===== src/common/umsl_pkg.sv =====
// package: constants for the modem signal logic block
// Function
// ring status bit 6 reads as the complement of the ring pin level.
// ring-rise flag, bit 2, sets on a low-to-high ring pin change.
// interrupt raised when ring-rise flag sets and modem status interrupts enabled.
// request-to-send pin low when control bit 1 is one, else high.
// reset forces request-to-send pin to its inactive high level.
// loop mode holds request-to-send inactive regardless of control bit.
// reading the modem status register clears the ring-rise flag.
package umsl_pkg;
  localparam int ADDR_W = 4;
  localparam logic [ADDR_W-1:0] STAT_OFS = 4'h0;
  localparam logic [ADDR_W-1:0] MCR_OFS = 4'h4;
  localparam logic [ADDR_W-1:0] IER_OFS = 4'h8;
  localparam logic [ADDR_W-1:0] IST_OFS = 4'hC;
  localparam int RING_LVL_BIT = 6;
  localparam int RING_RISE_BIT = 2;
  localparam int RTS_BIT = 1;
  localparam int LOOP_BIT = 4;
  localparam int MSI_EN_BIT = 0;
  localparam logic [7:0] MCR_RST = 8'h00;
  localparam logic [7:0] IER_RST = 8'h00;
  localparam logic [7:0] IST_RST = 8'h00;
  typedef enum logic [1:0] {
    UMSL_IDLE = 2'b00,
    UMSL_RESP = 2'b01
  } umsl_bus_st_t;
endpackage


===== src/verilog/umsl_sync.sv =====
// two-stage synchroniser for a pin input
`timescale 1ns/1ps
module umsl_sync (
  input wire logic core_clk_i,
  input wire logic srst_i,
  input wire logic ce_i,
  input wire logic d_i,
  output logic q_o
);
  logic meta_r;
  always_ff @(posedge core_clk_i) begin
    // idle pin level is high, so reset to one avoids a false edge
    if (srst_i) begin
      meta_r <= 1'b1;
      q_o <= 1'b1;
    end else if (ce_i) begin
      meta_r <= d_i;
      q_o <= meta_r;
    end
  end
endmodule


===== src/verilog/umsl_edge.sv =====
// rising edge detector with registered previous level
`timescale 1ns/1ps
module umsl_edge (
  input wire logic core_clk_i,
  input wire logic srst_i,
  input wire logic ce_i,
  input wire logic lvl_i,
  output logic rise_o
);
  logic prev_r;
  always_ff @(posedge core_clk_i) begin
    if (srst_i) begin
      prev_r <= 1'b1;
    end else if (ce_i) begin
      prev_r <= lvl_i;
    end
  end
  assign rise_o = ce_i & lvl_i & ~prev_r;
endmodule


===== src/verilog/umsl_top.sv =====
// modem handshake logic: ring status, ring-rise event, rts control
//
// Local design decisions: the address map and register access over Avalon-MM.
`timescale 1ns/1ps
module umsl_top (
  input wire logic core_clk_i,
  input wire logic srst_i,
  input wire logic ce_i,
  input wire logic [umsl_pkg::ADDR_W-1:0] avs_address_i,
  input wire logic avs_read_i,
  input wire logic avs_write_i,
  input wire logic [31:0] avs_writedata_i,
  input wire logic [3:0] avs_byteenable_i,
  output logic [31:0] avs_readdata_o,
  output logic avs_waitrequest_o,
  output logic irq_o,
  input wire logic ring_indicate_in_i,
  output logic rts_n_o
);
  import umsl_pkg::*;

  logic ring_s;
  logic ring_rise;
  umsl_bus_st_t st_r;
  umsl_bus_st_t st_nxt;
  logic [7:0] mcr_r;
  logic [7:0] ier_r;
  logic [7:0] ist_r;
  logic ring_rise_flag_r;
  logic [31:0] rdata_nxt;

  umsl_sync umsl_sync_inst (
    .core_clk_i(core_clk_i),
    .srst_i(srst_i),
    .ce_i(ce_i),
    .d_i(ring_indicate_in_i),
    .q_o(ring_s)
  );

  umsl_edge umsl_edge_inst (
    .core_clk_i(core_clk_i),
    .srst_i(srst_i),
    .ce_i(ce_i),
    .lvl_i(ring_s),
    .rise_o(ring_rise)
  );

  // one wait cycle, then the answer: request accepted in UMSL_RESP
  wire req = avs_read_i | avs_write_i;
  wire accept = (st_r == UMSL_RESP) & req & ce_i;
  wire wr_acc = accept & avs_write_i & avs_byteenable_i[0];
  wire rd_acc = accept & avs_read_i;
  wire wr_mcr = wr_acc & (avs_address_i == MCR_OFS);
  wire wr_ier = wr_acc & (avs_address_i == IER_OFS);
  wire rd_stat = rd_acc & (avs_address_i == STAT_OFS);
  wire rd_ist = rd_acc & (avs_address_i == IST_OFS);

  wire [7:0] stat_val = {1'b0, ~ring_s, 3'b000, ring_rise_flag_r, 2'b00};
  wire [7:0] ist_set = {7'h00, ring_rise}; // event: ring-rise flag set
  // read data is snapshotted one edge before the clear: clear only what was
  // reported, so an edge landing in between is kept; set wins over clear
  wire stat_clr = rd_stat & avs_readdata_o[RING_RISE_BIT];
  wire flag_nxt = ring_rise | (ring_rise_flag_r & ~stat_clr);
  wire [7:0] ist_clr = rd_ist ? avs_readdata_o[7:0] : 8'h00;
  wire [7:0] ist_nxt = ist_set | (ist_r & ~ist_clr);
  wire irq_nxt = |(ist_nxt & ier_r);
  wire [7:0] mcr_nxt = wr_mcr ? avs_writedata_i[7:0] : mcr_r;
  // loop mode forces inactive; control bit one drives the pin low
  wire rts_nxt = ~(mcr_nxt[RTS_BIT] & ~mcr_nxt[LOOP_BIT]);

  always_comb begin
    rdata_nxt = 32'h0000_0000;
    case (avs_address_i)
      STAT_OFS: rdata_nxt = {24'h000000, stat_val};
      MCR_OFS: rdata_nxt = {24'h000000, mcr_r};
      IER_OFS: rdata_nxt = {24'h000000, ier_r};
      IST_OFS: rdata_nxt = {24'h000000, ist_r};
      default: rdata_nxt = 32'h0000_0000;
    endcase
  end

  always_comb begin
    st_nxt = st_r;
    case (st_r)
      UMSL_IDLE: st_nxt = req ? UMSL_RESP : UMSL_IDLE;
      UMSL_RESP: st_nxt = UMSL_IDLE;
      default: st_nxt = UMSL_IDLE;
    endcase
  end

  always_ff @(posedge core_clk_i) begin
    if (srst_i) begin
      st_r <= UMSL_IDLE;
      avs_waitrequest_o <= 1'b1;
      avs_readdata_o <= 32'h0000_0000;
    end else if (ce_i) begin
      st_r <= st_nxt;
      // waitrequest low only during the one answer cycle
      avs_waitrequest_o <= ~((st_r == UMSL_IDLE) & req);
      avs_readdata_o <= ((st_r == UMSL_IDLE) & avs_read_i) ? rdata_nxt : 32'h0000_0000;
    end
  end

  always_ff @(posedge core_clk_i) begin
    if (srst_i) begin
      mcr_r <= MCR_RST;
      ier_r <= IER_RST;
      ist_r <= IST_RST;
      ring_rise_flag_r <= 1'b0;
      irq_o <= 1'b0;
      rts_n_o <= 1'b1;
    end else if (ce_i) begin
      mcr_r <= mcr_nxt;
      if (wr_ier) begin
        ier_r <= avs_writedata_i[7:0];
      end
      ist_r <= ist_nxt;
      ring_rise_flag_r <= flag_nxt;
      irq_o <= irq_nxt;
      rts_n_o <= rts_nxt;
    end
  end
endmodule


===== config.mk =====
export PLATFORM = sky130hd
export DESIGN_NAME = umsl_top
export DESIGN_NICKNAME = d
export VERILOG_FILES = /design/src/common/umsl_pkg.sv /design/src/verilog/umsl_sync.sv /design/src/verilog/umsl_edge.sv /design/src/verilog/umsl_top.sv
export SDC_FILE = /design/constraint.sdc
export NUM_CORES = 1
export LEC_CHECK = 0
export BUFFER_PORTS_ARGS = -buffer_cell sky130_fd_sc_hd__buf_2
export CORE_MARGIN = 4
export CORE_UTILIZATION = 40
export CTS_BUF_LIST = sky130_fd_sc_hd__clkbuf_4 sky130_fd_sc_hd__clkbuf_8
export CTS_CLUSTER_SIZE = 12
export DETAILED_ROUTE_END_ITERATION = 10
export PLACE_DENSITY = 0.68
export SKIP_CTS_REPAIR_TIMING = 1
export SYNTH_ARGS = -nofsm -noshare
export SYNTH_HDL_FRONTEND = slang
export SYNTH_SLANG_ARGS = --single-unit

===== constraint.sdc =====
create_clock -name core_clk_i -period 3.6 [get_ports core_clk_i]
set_clock_uncertainty 0.2 [all_clocks]
set_input_delay 0.18 -clock core_clk_i [delete_from_list [all_inputs] [get_ports core_clk_i]]
set_output_delay 0.18 -clock core_clk_i [all_outputs]
set_load 0.02 [all_outputs]

; ---- Word-level counts from Yosys, hierarchy flattened
; Index checks and enable logic that the tools add are counted.
[totals]
out_inout_bits = 35
word_cells = 56
inputBits = 46
regBits = 65
[classes]
muxes = 6
n_reduce_logical = 5
n_bitwise = 28
n_eq_ne = 4
[op_table]
columns = op, count
row1 = $mux 32, 1
row2 = $pmux 8 s4, 1
row3 = $and 1x1->1, 16
row4 = $and 8x8->8, 2
row5 = $eq 4x4->1 const B, 2
row6 = $mux 8, 1
row7 = $not 8->8, 1
row8 = $or 1x8->8, 1
row9 = $reduce_or 8->1, 1
row10 = $not 1->1, 6
row11 = $mux 5, 1
row12 = $eq 4x3->1 const B, 1
row13 = $logic_not 4->1, 1
row14 = $reduce_and 2->1, 2
row15 = $eq 2x1->1 const B, 1
row16 = $logic_not 2->1, 1
row17 = $mux 1, 2
row18 = $or 1x1->1, 2

; ---- Logic depth before layout (Yosys ltp)
[logic_depth]
depth_word = 11
depth_mapped = 6
ltp_nobuf = 4

; ---- By module
; Synthesis repeated with hierarchy kept, for this count alone.
[hier_totals]
cells_unflattened = 232
hier_area_um2 = 1986.9
[by_module_without_submodules]
columns = mod, cells_per_inst, n_inst, seq_area_each_um2, area_each_um2
row1 = umsl_top, 221, 1, 740.7, 1875.5
row2 = umsl_sync, 6, 1, 40.0, 70.1
row3 = umsl_edge, 5, 1, 20.0, 41.3

; ---- Worst setup path before layout
; OpenSTA, ideal clock, no wires.
[synth_timing]
path_kind = flip-flop to flip-flop
startpoint = register st_r[0]
endpoint = register rts_n_o
path_slack_ns = 1.787
setup_time_ns = 0.122
path_buffers = 1
t_arrival_ns = 1.491
stages_incl_launch_ff = 6
synth_period_minus_slack_ns = 1.813
required_ns = 3.278
cell_sequence = dfxtp_1 > and4bb_1 > and4_4 > buf_6 > or3b_1 > a311o_1
[synth_via]
elab_chain_len = 10
[synth_rtl]
columns = element, line
row1 = start: declaration, umsl_top.sv:24  ; umsl_bus_st_t st_r;
row2 = start signal: assignment, umsl_top.sv:97  ; st_r <= st_nxt;
row3 = $eq 2x1->1 *, umsl_top.sv:50  ; wire accept = (st_r == UMSL_RESP) & req & ce_i;
row4 = $and 1x1->1 * (2 in a row), umsl_top.sv:50
row5 = $and 1x1->1 * (2 in a row), umsl_top.sv:51  ; wire wr_acc = accept & avs_write_i & avs_byteenable_i[0];
row6 = $and 1x1->1 *, umsl_top.sv:53  ; wire wr_mcr = wr_acc & (avs_address_i == MCR_OFS);
row7 = $mux 5 *, umsl_top.sv:67  ; wire [7:0] mcr_nxt = wr_mcr ? avs_writedata_i[7:0] : mcr_r;
row8 = $not 1->1, umsl_top.sv:69  ; wire rts_nxt = ~(mcr_nxt[RTS_BIT] & ~mcr_nxt[LOOP_BIT]);
row9 = $and 1x1->1 *, umsl_top.sv:69
row10 = $not 1->1 *, umsl_top.sv:69
row11 = end signal: assignment, umsl_top.sv:120  ; rts_n_o <= rts_nxt;
row12 = end: declaration, umsl_top.sv:18  ; output logic rts_n_o
; Mark *: on every way between the ends. The rest lies on a longest branch, timed or not.
; A chain may end at the register's enable or synchronous reset.

; ---- Worst setup path after layout
[layout_timing]
startpoint = register st_r[0]
endpoint = register ier_r[5]
[layout_via]
elab_chain_len = 7
[layout_rtl]
columns = element, line
row1 = $eq 2x1->1, umsl_top.sv:50
row2 = $and 1x1->1 (2 in a row), umsl_top.sv:50
row3 = $and 1x1->1 (2 in a row), umsl_top.sv:51
row4 = $and 1x1->1, umsl_top.sv:54  ; wire wr_ier = wr_acc & (avs_address_i == IER_OFS);
row5 = $reduce_and 2->1 (no source line), -
row6 = end signal: assignment, umsl_top.sv:115  ; ier_r <= avs_writedata_i[7:0];
row7 = end: declaration, umsl_top.sv:27  ; logic [7:0] ier_r;
; No other way between the ends.

==> reports/results.md <==
### Drt
- **number of remaining DRC errors** 0
- **drt initial violations** 129
- **sum of routed wire length over all layers** 4350 um
- **number of nets still failing antenna checks after routing** 0
- **Avg WL per Cell** 13.9 um
- **drt first pass iters** 4
- **vias post-DR** 1543
- **average via count per standard cell** 4.91

### Finish
- **number of antenna repair diodes** 0
- **share of final-layout standard cells stronger than drive strength 1** 0.190
- **Area growth syn-to-layout** 12.1%
- **number of nets in the final layout** 292

### Hold path
- **WHS Path Cells** 3
- **endpoint of the worst hold-timing path** ier_r[1]
- **Worst Hold Class** primary input to register
- **start point of the worst hold path** avs_writedata_i[1]

### Clocking
- **count of H-tree levels built during CTS** 2
- **Clock Tree Buf Depth** 2
- **register clock-pin slew on the reported worst setup and hold paths** 0.08 ns
- **root buffer selected by CTS** clkbuf_8
- **Clk Latency, worst-skew pair** 0.30 ns
- **TritonCTS clock tree** built
- **Num Clock Sinks** 40
- **number of CTS-inserted buffers** 5

### Floorplanning
- **number of cell rows** 25
- **initial standard-cell utilization of the core** 0.414
- **total core area** 4750 sq um
- **Vert. Die Dim** 78.2 um
- **area enclosed by the die boundary** 6110 sq um
- **top-level port count** 81
- **Die Width** 78.2 um

### Yosys
- **top flip-flop cell by instance count after synthesis** dfxtp_1
- **most frequent cell after synthesis** dfxtp_1
- **mean post-synth cell area** 9.08 sq um
- **netlist area before placement** 1970 sq um
- **share of the synthesized area in the top cell type** 0.407
- **share of the synthesized netlist area taken by xor and xnor gates** 0
- **share of the yosys chip area belonging to registers** 0.407
- **fraction of the mapped netlist area in compound gates** 0.130
- **cells after synthesis** 217
- **share of synthesized registers carrying an async set or reset** 0
- **number of synthesized flops with an enable pin** 0
- **Commonest cells post-synth** dfxtp_1 (40), nor2_1 (29), buf_4 (24), mux2i_1 (18), nand2_1 (18)
- **mux share of post-synthesis cell area** 0.154
- **post-synthesis sequential element count** 40
- **largest family of logic cells by synthesized area** simple AND/OR/NAND/NOR gates
- **dominant cells by area after synthesis** dfxtp_1 (41%), mux2i_1 (9.1%), buf_4 (9.1%)
- **Synth warnings** 0
- **number of unique standard cell types used by synthesis** 35
- **post-synthesis share of cell area spent on and, or, nand and nor gates** 0.175
- **post-synthesis adder-cell area fraction** 0
- **cell taking the most area after synthesis** dfxtp_1

### Critical path
- **Worst setup EP type** register
- **count of cells along the worst register-to-register path** 4
- **FF-to-FF End** ier_r[5]
- **reg-to-reg critical path startpoint** st_r[0]
- **Worst Setup SP** st_r[0]
- **CP Data Arrival Time** 2.12 ns
- **Req. time, crit path** 3.56 ns
- **register-to-register setup slack** 1.45 ns
- **critical path launch point type** register
- **critical path class** register to register
- **maximum fanout along the worst path** 11

### Flow run
- **max capacitance violation total** 0

### Timing
- **peak clock frequency supported by timing** 0.464 GHz
- **min cycle time layout** 2.15 ns
- **transition time of the tightest slew-check pin** 0.685 ns
- **Final Slew Violations** 0
- **unrepaired setup endpoints after global routing** false
- **post-route worst hold slack** -0.0418 ns
- **count of endpoints failing hold in the final timing report** 2
- **Setup violations, final** 0
- **final setup margin** 1.45 ns
- **final clock period utilization by the worst path** 0.598
- **setup TNS** 0 ns
- **remaining max-slew budget at the tightest pin** 0.541

### Pwr
- **Max VDD drop** 0.000178 V
- **leakage power** 0.910 nW
- **pwr/cell area** 376 nW/um^2

### Outcome
- **status** finished with violations
- **violations in the final reports** hold timing

### GRT
- **remaining global-route overflow** 0
- **via count of the first global-routing pass** 1300
- **largest net degree at the start of global routing** 31
- **number of antenna violations at the first check in global routing** 0
- **Total Routing Usage GR** 0.141
- **wire length of the first global-routing pass** 6690 um

### Placed design
- **Post-Place Worst Slack** 1.26 ns
- **weighted congestion at the end of routability-driven global placement** 0.777
- **number of I/O port buffers** 29
- **detailed placer's ending HPWL** 2890 um

[final cells by class]
class	count	area [sq um]
sequential	40	801
tap	67	83.8
multi-input combinational	158	995
inverter	4	15.0
clock buffer	5	68.8
fill	498	2550
timing repair buffer	37	225
clock inverter	3	18.8
[state kept, by name, indices dropped and copies added, names as in the netlist, 8 cells and up]
register,flops
avs_readdata_o,8
mcr_r,8
ier_r,8
ist_r,8
[where the power goes]
| part | switching, mW | internal, mW | total, mW |
|---|---|---|---|
| clock network | 0.161 | 0.135 | 0.296 |
| logic | 0.0580 | 0.0253 | 0.0834 |
| registers | 0.00326 | 0.447 | 0.451 |
[layer usage]
metal	vias to the layer above	wire, um	share of wire	global-route usage
li1	765	-	-	-
met1	719	2100	0.48	0.197
met2	52	1880	0.43	0.199
met3	7	307	0.071	0.0447
met4	0	65	0.015	0.0577
met5	-	0	0	0
[worst max path at each step]
stage,slack [ns],to
6_report,1.45,ier_r[5]
5_1_grt,1.33,ier_r[4]
4_1_cts,1.44,ier_r[3]
3_5_place_dp,1.26,ier_r[7]
3_3_place_gp,1.29,ier_r[2]
2_1_floorplan,1.79,rts_n_o
[through the flow]
| step | instances | power [mW] | area [sq um] | util |
|---|---|---|---|---|
| detailed placement | 298 | 0.537 | 2040 | 0.429 |
| CTS | 306 | 0.834 | 2130 | 0.447 |
| global route | 314 | 0.865 | 2210 | 0.464 |
| floorplan | 240 | 0.536 | 2060 | - |
| global placement | 298 | 0.536 | 2040 | 0.429 |
| finish | 314 | 0.830 | 2210 | 0.464 |
[cells by family (layout without fill, tap and decap cells)]
kind of cell / after synthesis / after routing
buffers and inverters: 42 / 49
muxes: 27 / 27
and+or+nand+nor: 70 / 70
DFF: 40 / 40
AOI/OAI and AO/OA: 37 / 37
other: 1 / 24
[cell usage in the layout, fill, tap and decap left out]
cell type	count
a311o_1	1
a311oi_1	1
and3_1	2
a21oi_1	15
and4_1	1
o21ai_0	2
nand3b_1	2
inv_1	4
o22ai_1	1
buf_2	29
a41oi_1	8
nand4bb_1	1
or3b_1	1
nor2b_1	10
clkinv_4	1
o211ai_1	1
clkinv_2	2
nand2_1	18
nor3_1	1
and4_4	1
nor2_1	29
conb_1	24
nor4_1	1
o41ai_1	1
dfxtp_1	40
and4bb_1	1
mux4_2	2
a21boi_0	1
clkbuf_8	5
and2_1	1
mux2i_1	18
and2b_1	1
dlygate4sd3_1	8
a22o_1	6
mux2_2	7
[worst max-delay path, cell delays in order (launching register included)]
cell and delay (ns):
dfxtp_1 0.41, and4bb_1 0.47, and4_1 0.63, mux2i_1 0.24, nor2_1 0.05
Note: power is estimated with default switching activity, not from simulation.
